File: src/prs_pkg.sv
package prs_pkg;

    // Rails under sequencer control
    localparam int RAILS = 4;
    localparam int SLOT_W = 4;
    localparam int RAIL_W = 2;

    // Rail indices
    localparam logic [RAIL_W-1:0] RAIL_STEP_DOWN_ONE = 2'h0;
    localparam logic [RAIL_W-1:0] RAIL_STEP_DOWN_TWO = 2'h1;
    localparam logic [RAIL_W-1:0] RAIL_THIRD_LINEAR  = 2'h2;
    localparam logic [RAIL_W-1:0] RAIL_LOW_INPUT_ONE = 2'h3;

    // Sequence slots: 0 means off by default, the last slot ends the sequence
    localparam logic [SLOT_W-1:0] SLOT_OFF  = 4'h0;
    localparam logic [SLOT_W-1:0] SLOT_LAST = 4'hf;
    localparam logic [SLOT_W-1:0] PIN_SLOT  = 4'h6;

    // Pin-enabled rails
    localparam logic [RAILS-1:0] PIN_RAILS = 4'h6;

    // Power-on default slots, rail 0 in the low nibble
    localparam logic [RAILS*SLOT_W-1:0] DEFAULT_SLOTS_HIGH = 16'h3021;
    localparam logic [RAILS*SLOT_W-1:0] DEFAULT_SLOTS_LOW  = 16'h2411;

    // Timing
    localparam int CLOCK_MHZ         = 100;
    localparam int STEP_US           = 64;
    localparam int DEBOUNCE_MS       = 30;
    localparam int BIAS_SETTLE_NS    = 75000;
    localparam int STEP_CYCLES       = STEP_US * CLOCK_MHZ;
    localparam int DEBOUNCE_TICKS    = (DEBOUNCE_MS * 1000 + STEP_US - 1) / STEP_US;
    localparam int BIAS_SETTLE_CYCLES = (BIAS_SETTLE_NS * CLOCK_MHZ + 999) / 1000;
    localparam int TICK_CNT_W        = 16;
    localparam int DEB_CNT_W         = 12;

    // Pins from the host
    typedef struct packed {
        logic power_request_in;
        logic supply_hold_in;
        logic second_converter_pin;
        logic third_linear_pin;
        logic default_profile_select;
        logic pmu_config;
    } prs_pins_type;

    // Register write from the serial interface logic
    typedef struct packed {
        logic              write;
        logic [RAIL_W-1:0] rail;
        logic [SLOT_W-1:0] slot;
        logic              on;
    } prs_cfg_type;

endpackage

File: src/prs_sequencer.sv
// Behaviour
// - In processor configuration, host reset drops only after supply hold has stayed low over 30 ms; in module configuration, on the request fall.
// - Shutdown disables rails in reverse order of the slot registers as they stand when shutdown starts.
// - Processor configuration debounces power request and hold for 30 ms.
// - Sequence points counted in 64 us steps.
// - Module configuration waits 75 us bias settling before counting steps.
// - Order and step times come from slot registers.
// - Enables issued at slot points without waiting for ramp completion.
// - Default-off rail switched on later is dropped at once on shutdown.
// - End of shutdown restores all registers to power-on defaults.
// - Rail pins OR with serial bits; pin high at start turns on at step 6.
// - Processor shutdown needs power request and hold both low for 30 ms.
// - Host reset asserted when shutdown starts.
// - Module configuration releases host reset 30 ms after enable.
// - Processor startup only if power request still high after debounce.
module prs_sequencer
    import prs_pkg::*;
#(
    parameter int TICK_CYCLES    = STEP_CYCLES,
    parameter int DEB_TICKS      = DEBOUNCE_TICKS,
    parameter int RELEASE_TICKS  = DEBOUNCE_TICKS,
    parameter int BIAS_CYCLES    = BIAS_SETTLE_CYCLES
) (
    // Clock and reset
    input  wire logic                     clock,
    input  wire logic                     rst_n,
    // Host pins
    input  wire prs_pkg::prs_pins_type    pins,
    // Serial register writes
    input  wire prs_pkg::prs_cfg_type     cfg,
    // Rail enables and host reset
    output logic [prs_pkg::RAILS-1:0]     rail_en_reg,
    output logic                          host_reset_n_reg,
    output logic                          seq_idle_reg
);
    import prs_pkg::*;

    typedef enum logic [2:0] {S_OFF, S_BIAS, S_UP, S_IDLE, S_DOWN, S_CLEAR} prs_state_type;

    prs_state_type                state_reg;
    logic                         tick;
    logic                         req_db, hold_db, req_sync;
    logic                         hold_sync, sec_sync, third_sync, prof_sync, cfg_sync;
    logic                         cfg_meta, sec_meta, third_meta, prof_meta;
    logic                         req_prev_reg, pmu_reg, prof_reg;
    logic [SLOT_W-1:0]            slot_reg [RAILS];
    logic [RAILS-1:0]             seq_on_reg, pin_on_reg;
    logic [SLOT_W-1:0]            step_reg;
    logic [15:0]                  bias_reg;
    logic [DEB_CNT_W-1:0]         rel_reg;
    logic                         start_evt, stop_evt, running, pmu_mode;
    logic [RAILS-1:0]             pin_live;

    // Default slot of one rail for the selected profile
    function automatic logic [SLOT_W-1:0] default_slot(input logic prof, input int idx);
        logic [RAILS*SLOT_W-1:0] table_v;
        table_v = prof ? DEFAULT_SLOTS_HIGH : DEFAULT_SLOTS_LOW;
        return table_v[idx*SLOT_W +: SLOT_W];
    endfunction

    // Shared step tick for steps, debounce and reset release (bias wait counts clock cycles); accuracy follows the oscillator
    prs_tick #(.CYCLES(TICK_CYCLES)) u_tick (
        .clock (clock),
        .rst_n (rst_n),
        .tick  (tick)
    );

    // Power request (enable in module configuration) filter
    prs_debounce #(.TICKS(DEB_TICKS)) u_req (
        .clock  (clock),
        .rst_n  (rst_n),
        .raw    (pins.power_request_in),
        .tick   (tick),
        .level  (req_db),
        .synced (req_sync)
    );

    // Supply hold filter
    prs_debounce #(.TICKS(DEB_TICKS)) u_hold (
        .clock  (clock),
        .rst_n  (rst_n),
        .raw    (pins.supply_hold_in),
        .tick   (tick),
        .level  (hold_db),
        .synced (hold_sync)
    );

    // Remaining pins through two flops each
    always_ff @(posedge clock or negedge rst_n) begin
        if (!rst_n) begin
            {cfg_meta, sec_meta, third_meta, prof_meta} <= 4'h0;
            {cfg_sync, sec_sync, third_sync, prof_sync} <= 4'h0;
        end else begin
            {cfg_meta, sec_meta, third_meta, prof_meta} <= {pins.pmu_config, pins.second_converter_pin,
                                                             pins.third_linear_pin, pins.default_profile_select};
            {cfg_sync, sec_sync, third_sync, prof_sync} <= {cfg_meta, sec_meta, third_meta, prof_meta};
        end
    end

    assign pin_live = {1'b0, third_sync, sec_sync, 1'b0} & PIN_RAILS;
    assign running  = (state_reg == S_BIAS) || (state_reg == S_UP) || (state_reg == S_IDLE);

    // Strap read straight from its synchroniser while off; a request arriving with it must not be judged in the old mode
    assign pmu_mode = (state_reg == S_OFF) ? cfg_sync : pmu_reg;

    // Start and stop conditions per configuration
    always_comb begin
        if (pmu_mode) begin
            start_evt = req_db;
            stop_evt  = !req_db && !hold_db;
        end else begin
            start_evt = req_sync && !req_prev_reg;
            stop_evt  = !req_sync && req_prev_reg;
        end
    end

    // Enable edge memory and strap capture while off
    always_ff @(posedge clock or negedge rst_n) begin
        if (!rst_n) begin
            req_prev_reg <= 1'b0;
            pmu_reg      <= 1'b0;
            prof_reg     <= 1'b0;
        end else begin
            req_prev_reg <= req_sync;
            if (state_reg == S_OFF) begin
                pmu_reg  <= cfg_sync;
                prof_reg <= prof_sync;
            end
        end
    end

    // Main sequence state
    always_ff @(posedge clock or negedge rst_n) begin
        if (!rst_n) begin
            state_reg <= S_OFF;
        end else begin
            unique case (state_reg)
                S_OFF:   if (start_evt) state_reg <= pmu_mode ? S_UP : S_BIAS;
                S_BIAS:  if (stop_evt) state_reg <= S_DOWN;
                         else if (bias_reg == 16'(BIAS_CYCLES - 1)) state_reg <= S_UP;
                S_UP:    if (stop_evt) state_reg <= S_DOWN;
                         else if (tick && step_reg == SLOT_LAST) state_reg <= S_IDLE;
                S_IDLE:  if (stop_evt) state_reg <= S_DOWN;
                S_DOWN:  if (tick && step_reg == SLOT_OFF) state_reg <= S_CLEAR;
                S_CLEAR: state_reg <= S_OFF;
            endcase
        end
    end

    // Bias settle counter, cycles of the system clock
    always_ff @(posedge clock or negedge rst_n) begin
        if (!rst_n) begin
            bias_reg <= '0;
        end else if (state_reg == S_BIAS) begin
            bias_reg <= bias_reg + 1'b1;
        end else begin
            bias_reg <= '0;
        end
    end

    // Step counter: up during startup, down from the last slot in shutdown
    always_ff @(posedge clock or negedge rst_n) begin
        if (!rst_n) begin
            step_reg <= SLOT_OFF;
        end else if (running && stop_evt) begin
            step_reg <= SLOT_LAST;
        end else if (state_reg == S_UP && tick) begin
            step_reg <= step_reg + 1'b1;
        end else if (state_reg == S_DOWN && tick) begin
            step_reg <= step_reg - 1'b1;
        end else if (state_reg == S_OFF) begin
            step_reg <= SLOT_OFF;
        end
    end

    // Slot registers: serial writes, restored to defaults after shutdown
    always_ff @(posedge clock or negedge rst_n) begin
        if (!rst_n) begin
            for (int i = 0; i < RAILS; i++) slot_reg[i] <= default_slot(1'b0, i);
        end else if (state_reg == S_CLEAR) begin
            for (int i = 0; i < RAILS; i++) slot_reg[i] <= default_slot(prof_reg, i);
        end else if (state_reg == S_OFF && start_evt) begin
            for (int i = 0; i < RAILS; i++) slot_reg[i] <= default_slot(prof_sync, i);
        end else if (cfg.write && state_reg == S_IDLE) begin
            slot_reg[cfg.rail] <= cfg.slot;
        end
    end

    // Sequenced rail enables; issued at slot points, ramp not awaited
    // The last step is kept out of the slot match, else the wrap to 0 would switch default-off rails on
    always_ff @(posedge clock or negedge rst_n) begin
        if (!rst_n) begin
            seq_on_reg <= '0;
        end else begin
            for (int i = 0; i < RAILS; i++) begin
                if (running && stop_evt && slot_reg[i] == SLOT_OFF) begin
                    seq_on_reg[i] <= 1'b0;
                end else if (state_reg == S_UP && tick && step_reg != SLOT_LAST && slot_reg[i] == step_reg + 1'b1) begin
                    seq_on_reg[i] <= 1'b1;
                end else if (state_reg == S_DOWN && tick && slot_reg[i] == step_reg) begin
                    seq_on_reg[i] <= 1'b0;
                end else if (state_reg == S_IDLE && cfg.write && cfg.rail == RAIL_W'(i)) begin
                    seq_on_reg[i] <= cfg.on;
                end else if (state_reg == S_CLEAR) begin
                    seq_on_reg[i] <= 1'b0;
                end
            end
        end
    end

    // Pin-driven enables: armed at step 6, follow the pin while idle
    always_ff @(posedge clock or negedge rst_n) begin
        if (!rst_n) begin
            pin_on_reg <= '0;
        end else if (state_reg == S_UP && tick && step_reg + 1'b1 == PIN_SLOT) begin
            pin_on_reg <= pin_live;
        end else if (state_reg == S_IDLE) begin
            pin_on_reg <= pin_live;
        end else if (state_reg == S_DOWN && tick && step_reg == PIN_SLOT) begin
            pin_on_reg <= '0;
        end else if (state_reg == S_OFF) begin
            pin_on_reg <= '0;
        end
    end

    // Outputs straight from flops; one cycle behind the enable state
    always_ff @(posedge clock or negedge rst_n) begin
        if (!rst_n) begin
            rail_en_reg  <= '0;
            seq_idle_reg <= 1'b0;
        end else begin
            rail_en_reg  <= seq_on_reg | pin_on_reg;
            seq_idle_reg <= (state_reg == S_IDLE);
        end
    end

    // Host reset: released a debounce time after start, dropped at shutdown
    always_ff @(posedge clock or negedge rst_n) begin
        if (!rst_n) begin
            host_reset_n_reg <= 1'b0;
            rel_reg          <= '0;
        end else if (!running || stop_evt) begin
            host_reset_n_reg <= 1'b0;
            rel_reg          <= '0;
        end else if (!host_reset_n_reg && tick) begin
            if (rel_reg == DEB_CNT_W'(RELEASE_TICKS - 1)) begin
                host_reset_n_reg <= 1'b1;
            end else begin
                rel_reg <= rel_reg + 1'b1;
            end
        end
    end
endmodule

File: src/prs_tick.sv
module prs_tick #(
    parameter int CYCLES = prs_pkg::STEP_CYCLES
) (
    // Clock and reset
    input  wire logic clock,
    input  wire logic rst_n,
    // Step tick
    output logic      tick
);
    import prs_pkg::*;

    logic [TICK_CNT_W-1:0] count_reg;

    // Free-running divider; one pulse per step interval
    always_ff @(posedge clock or negedge rst_n) begin
        if (!rst_n) begin
            count_reg <= '0;
            tick      <= 1'b0;
        end else if (count_reg == TICK_CNT_W'(CYCLES - 1)) begin
            count_reg <= '0;
            tick      <= 1'b1;
        end else begin
            count_reg <= count_reg + 1'b1;
            tick      <= 1'b0;
        end
    end

endmodule

File: src/prs_debounce.sv
module prs_debounce #(
    parameter int TICKS = prs_pkg::DEBOUNCE_TICKS
) (
    // Clock and reset
    input  wire logic clock,
    input  wire logic rst_n,
    // Pin and shared tick
    input  wire logic raw,
    input  wire logic tick,
    // Filtered level and synchronised copy
    output logic      level,
    output logic      synced
);
    import prs_pkg::*;

    logic                 meta_reg;
    logic [DEB_CNT_W-1:0] count_reg;

    // Two-stage synchroniser; only the second stage is read
    always_ff @(posedge clock or negedge rst_n) begin
        if (!rst_n) begin
            meta_reg <= 1'b0;
            synced   <= 1'b0;
        end else begin
            meta_reg <= raw;
            synced   <= meta_reg;
        end
    end

    // Accept a change only once it has held for the full tick count
    always_ff @(posedge clock or negedge rst_n) begin
        if (!rst_n) begin
            count_reg <= '0;
            level     <= 1'b0;
        end else if (synced == level) begin
            count_reg <= '0;
        end else if (tick) begin
            if (count_reg == DEB_CNT_W'(TICKS - 1)) begin
                level     <= synced;
                count_reg <= '0;
            end else begin
                count_reg <= count_reg + 1'b1;
            end
        end
    end

endmodule

File: config.mk
export PLATFORM = sky130hd
export DESIGN_NAME = prs_sequencer
export DESIGN_NICKNAME = d
export VERILOG_FILES = /design/src/prs_pkg.sv /design/src/prs_sequencer.sv /design/src/prs_tick.sv /design/src/prs_debounce.sv
export SDC_FILE = /design/constraint.sdc
export NUM_CORES = 1
export LEC_CHECK = 0
export BUFFER_PORTS_ARGS = -buffer_cell sky130_fd_sc_hd__buf_2
export CAP_MARGIN = 30
export CORE_MARGIN = 2
export CORE_UTILIZATION = 31
export CTS_BUF_LIST = sky130_fd_sc_hd__clkbuf_8
export CTS_CLUSTER_SIZE = 14
export DETAILED_ROUTE_END_ITERATION = 10
export GPL_TIMING_DRIVEN = 0
export PLACE_DENSITY = 0.55
export SLEW_MARGIN = 0
export SYNTH_ARGS = -nofsm -noshare
export SYNTH_HDL_FRONTEND = slang
export SYNTH_SLANG_ARGS = --single-unit
export TNS_END_PERCENT = 50
File: constraint.sdc
create_clock -name clock -period 2.3 [get_ports clock]
set_input_delay 0.23 -clock clock [delete_from_list [all_inputs] [get_ports clock]]
set_output_delay 0.23 -clock clock [all_outputs]
set_load 0.005 [all_outputs]
---- Yosys cells after proc, flatten, opt, wreduce, memory -nomap -nowiden ----
Cells that the tools add are included.
cells by class
  $add $sub $neg .......................... 7
  order comparisons ....................... 2
  eq/ne operators ......................... 33
  muxes and demuxes ....................... 59
  bitwise gates (word level) .............. 4
  reductions and logical operators ........ 63
operators by type and width
  cell                                              count
  2-to-1 mux 12 bit                                 9
  2-to-1 mux 16 bit                                 5
  adder 12 x 1 -> 12 bit (second input constant)    3
  == test 12 x 9 -> 1 bit (second input constant)   3
  adder 16 x 1 -> 16 bit (second input constant)    2
  == test 16 x 13 -> 1 bit (second input constant)  2
  == test 4 bit                                     8
  2-to-1 mux 4 bit                                  8
  logical AND 1 bit                                 31
  2-to-1 mux 13 bit                                 2
  2-to-1 mux 1 bit                                  24
  2-to-1 mux 3 bit                                  7
  zero test 4 bit                                   5
  nonzero test 5 bit                                4
  one-hot mux 3 bit (6 select lines)                1
  bitwise mux 16 bit                                1
  demux 4 bit (select 2 bit)                        1
  == test 4 x 3 -> 1 bit (second input constant)    2
  != test 2 bit (second input constant)             4
  nonzero test 2 bit                                4
  nonzero test 4 bit                                2
  == test 3 x 2 -> 1 bit (second input constant)    2
  == test 3 bit (second input constant)             2
  zero test 1 bit                                   6
  other kinds (22)                                  30
word-level totals
  flip-flop bits (word level) ............. 123
  bits of input ports ..................... 16
  output and inout bits ................... 6
  logic and storage cells ................. 205

---- Logic depth before layout (Yosys ltp) ----
  depth in word-level cells ............... 9
  mapped depth ............................ 9
  mapped depth without buffers ............ 7

---- Modules after synthesis ----
Synthesis repeated with hierarchy kept, for this count alone.
second synthesis, totals
  cell total of the unflattened synthesis .. 672
  area total of the unflattened synthesis .. 6625.1 um2
modules (own cells, without submodules)
  module         times used  cells each  area an instance (um2)  sequential area each (um2)
  prs_sequencer  1           438         4282.9                  1856.8
  prs_debounce   2           83          787.0                   375.4
  prs_tick       1           68          768.2                   425.4

---- Worst setup path after synthesis ----
Ideal clock, no wire load.
  path kind ............................... flip-flop to flip-flop
  from .................................... register step_reg[0]
  to ...................................... register seq_on_reg[0]
  library setup time ...................... 0.104 ns
  arrival ................................. 1.986 ns
  data required time ...................... 2.196 ns
  slack ................................... 0.210 ns
  stages on the path, launching flop included .. 10
  buffers on the path ..................... 2
  clock period less this slack ............ 2.090 ns
  cell sequence ........................... dfrtp_1 -> clkbuf_1 -> inv_1 -> ha_1 -> clkbuf_1 -> xnor2_1 -> nand2_1 -> nor3_1 -> a221oi_1 -> a221oi_1
between the ends
  word-level cells in the longest chain between the ends .. 5
  elaborated cells between the ends (all ways) .. 11
  those cells by class .................... 1 x add/sub; 3 x eq/ne; 3 x mux; 4 x reduce/logical
ends and longest elaborated chain
  what                                                   line                                        text
  from (decl)                                            prs_sequencer.sv:48                         logic [SLOT_W-1:0] step_reg;
  from (signal assigned)                                 prs_sequencer.sv:168                        step_reg <= step_reg + 1'b1;
  from (signal assigned)                                 prs_sequencer.sv:170                        step_reg <= step_reg - 1'b1;
  adder 4 x 1 -> 4 bit (tied with other cells)           prs_sequencer.sv:198                        end else if (state_reg == S_UP && tick && step_reg != SLOT_LAST && slot_reg[i] == step_reg + 1'b1) begin
  == test 4 bit (tied with other cells)                  prs_sequencer.sv:198
  logical AND 1 bit or 2-to-1 mux 1 bit (tied branches)  prs_sequencer.sv:198, prs_sequencer.sv:200
  2-to-1 mux 1 bit                                       prs_sequencer.sv:198
  2-to-1 mux 1 bit                                       prs_sequencer.sv:196                        if (running && stop_evt && slot_reg[i] == SLOT_OFF) begin
  to (signal, indexed assignment)                        prs_sequencer.sv:203                        seq_on_reg[i] <= cfg.on;
  to (decl)                                              prs_sequencer.sv:47                         logic [RAILS-1:0] seq_on_reg, pin_on_reg;
Several ways; a longest one is shown, not always the timed one.
A chain may end at the register's enable or synchronous reset.

---- Worst setup path after layout ----
  from .................................... register u_hold.count_reg[0]
  to ...................................... register u_hold.count_reg[6]
between the ends
  word-level cells in the longest chain between the ends .. 4
  elaborated cells between the ends (all ways) .. 5
  those cells by class .................... 1 x add/sub; 1 x eq/ne; 3 x mux
ends and longest elaborated chain
  what                                                               line                                    text
  from (decl)                                                        prs_debounce.sv:17                      logic [DEB_CNT_W-1:0] count_reg;
  from (signal assigned)                                             prs_debounce.sv:42                      count_reg <= count_reg + 1'b1;
  adder 12 x 1 -> 12 bit or == test 12 x 9 -> 1 bit (tied branches)  prs_debounce.sv:42, prs_debounce.sv:38
  2-to-1 mux 12 bit (*)                                              prs_debounce.sv:38                      if (count_reg == DEB_CNT_W'(TICKS - 1)) begin
  2-to-1 mux 12 bit (*)                                              prs_debounce.sv:37                      end else if (tick) begin
  2-to-1 mux 12 bit (*)                                              prs_debounce.sv:35                      end else if (synced == level) begin
Mark *: on every way between the ends. The rest lies on a longest branch, timed or not. The select of a mux whose other input is x is not followed.

==> results.md <==
- Depth of the worst register-to-register path: 8
- HPWL reported at the end of detailed placement: 9.07 mm
- Global-route total usage across every layer: between 10% and 20%
- Worst clock skew: roughly 0.0074 ns
- Largest net degree at the start of global routing: 78
- Least-Margin Pin Slew: 0.673 ns
- Minimum clock period: 2.17 ns
- Hold violation total from the final report: 0
- H-tree level count: 4
- Number of placed I/O pins: 22
- Final setup vio count: 0
- Vias in the first global route: 4593
- Final number of max-transition violations: 0
- Number of enable-type register cells in the synthesized netlist: 0
- Area of the placeable core: 0.0201 mm²
- Largest fanout on the critical path: 10
- Antenna violations before repair: 0
- Hold Path Depth: 3
- Most frequent cells in the layout: dfrtp_1, nor2_1, nand2_1, xor2_1, xnor2_1
- Synth Area per Inst: 9.90 µm²
- Cell type of the slowest stage on the worst timing path: or4b_2
- Number of nets in the finished design: 718
- Drt first pass iters: 5
- Wire length per cell after detailed routing: roughly 14 µm
- Clock root cell: clkbuf_8
- CTS Buffer Depth: 2
- Drt via density: 4.84
- Seq/Total Area, Yosys: 48.0%
- Power density of the placed cells: approximately 830 mW/mm²
- Critical path cell sequence: inv_1 > ha_1 > or4b_2 > o311ai_4 > buf_12 > nor2_1 > o21ai_1 > o41ai_1
- Max-slew headroom: 54.5%
- RSZ-0062 raised after global routing: false
- Count of input and output buffers: 21
- Post-Synthesis Net Count: approximately 670
- Critical Setup Path Class: reg2reg
- Row Count: 52
- Detailed Route Iter0 Violations: 254
- Clk sink count: between 100 and 150
- Kind of end point of the critical path: register
- Startpoint kind of the worst setup timing path: register
- Via total after detailed routing: 4699
- Count of warnings emitted by yosys: 0
- Data arrival, critical path: 2.49 ns
- Floorplan die area: 0.0215 mm²
- Peak per-stage delay on the critical path: 0.64 ns
- Antenna Violating Nets Remaining: 0
- Crit. Startpoint: u_hold.count_reg[0]
- Worst Hold Class: in2reg
- Proportion of layout cells with a drive suffix above 1: 13.0%
- Startpoint of the lowest-slack register-to-register path: u_hold.count_reg[0]
- # Max-Cap Violations: 0
- Maximum VDD drop: 397 µV
- First-pass GRT wire length: 22.8 mm
- Data required, critical path: 2.63 ns
- Initial standard-cell utilization of the core: 31.4%
- Maximum clock frequency: 462 MHz
- Register bit count reported by yosys: 121
- Async set or reset register ratio after synthesis: 100%
- Source of the worst hold timing path: cfg[4]
- Global route overflow: 0
- Period Utilization, post-route: 94.2%
- Die X: 147 µm
- Post-synthesis cell area: 0.00631 mm²
- Final RePlAce weighted congestion: ~0.83
- Status: finished, final reports clean
- Insertion delay to the later sink of the worst-skew pair: ~0.44 ns
- Post-layout power: 6.10 mW
- Post-detailed-routing wire length: 13.2 mm
- Clock transition time at the flip-flop clock pins of the worst setup and hold paths: roughly 0.070 ns
- Share of the core filled with cells in the final layout: 36.6%
- Post-detailed-route DRC marker count: 0
- Post-Route Hold Slack: 0.0704 ns
- Predominant post-synthesis flop cell: dfrtp_1
- Setup TNS: 0 ns
- Fin cells: 971
- Yosys cell types: 72
- Die span in y: 147 µm
- Number of buffers inserted during clock tree synthesis: 17
- CTS tree: built
- Most frequent standard cell in the layout excluding fill and tap cells: dfrtp_1
- Number of cells after detailed placement: between 900 and 1000
- Post-Syn Instances: 638
- Leakage component of the power: roughly 3.2 nW
- Area overhead of the layout relative to synthesis: 16.5%
- Antenna diode instance count: 0
==> synthesized netlist by cell type (all sizes together), types with 4 or more instances <==
library cell	n	area, µm²
a21o	10	75.1
a21oi	13	65.1
a221oi	4	35.0
a22o	5	43.8
and2	8	50.1
and3	7	43.8
and4	7	61.3
buf	10	58.8
clkbuf	13	48.8
dfrtp	117	2930
dfstp	4	105
ha	13	163
inv	23	86.3
mux2i	15	166
nand2	58	218
nand3	25	125
nand4	20	125
nor2	71	267
nor2b	9	56.3
nor3	20	121
nor3b	6	50.1
nor4	9	56.3
nor4b	4	35.0
o21ai	33	165
o31ai	4	30.0
or2	4	25.0
or3	4	25.0
xnor2	28	245
xor2	44	385
==> metal layers <==
layer / global-route usage, % / vias up / routed length, µm
met5: 0 / - / 0
met4: 4.27 / 0 / 181
met3: 3.45 / 15 / 406
met2: 19.8 / 54 / 5900
met1: 18.0 / 2270 / 6710
li1: - / 2360 / -
==> worst max-delay path, delay by kind of cell, from the launching register on <==
family	cells	cell delay [ns]
compound gates	3	0.54
fa+ha+maj	1	0.14
buf+inv	2	0.23
flops	1	0.44
simple gates	2	0.69
==> area by class of cell <==
cell class              count  area, µm²
multi-input cells         471       3110
inverters                  23       86.3
clock inverters            11        153
fillers                  2011      12700
well taps                 270        338
clock buffers              20        275
plain buffers              21        103
flip-flops and latches    121       3030
repair buffers             34        259
==> power by group <==
group / internal (mW) / switching [mW]
clock network: 1.24 / 0.827
logic: 0.645 / 0.876
registers: 2.34 / 0.175
==> final timing paths <==
kind / to / slack [ns]
min reg2reg: third_sync / 0.36
min in group asynchronous: seq_on_reg[0] / 0.28
max in group asynchronous: u_hold.count_reg[0] / 1.28
min: slot_reg[3] / 0.07
max reg2reg: u_hold.count_reg[6] / 0.13
max: u_hold.count_reg[6] / 0.13
==> timing repair <==
item,4_1_cts,5_1_grt
cloned,0,0
endpoints found under the setup margin,5,34
gates resized for setup,3,4
buffers inserted,0,5
pin swaps,0,2
hold buffers,7,0
endpoints found under the hold margin,50,0
==> per-stage QoR <==
stage | area [µm²] | setup WS (ns)
6_report | 7360 | 0.134
5_1_grt | 7360 | 0.00798
4_1_cts | 7300 | 0.0195
3_5_place_dp | 6790 | -0.180
3_3_place_gp | 6760 | -0.632
2_1_floorplan | 6310 | 0.210
==> cell families after synthesis <==
family / count (synthesis) / synth area share (%)
mux: 18 / 3.17
xor+xnor: 72 / 9.99
buf+inv: 46 / 3.07
flops: 121 / 48.0
compound gates: 99 / 10.9
fa+ha+maj: 13 / 2.58
simple gates: 269 / 22.3
Power figures use the tool's default switching activity.
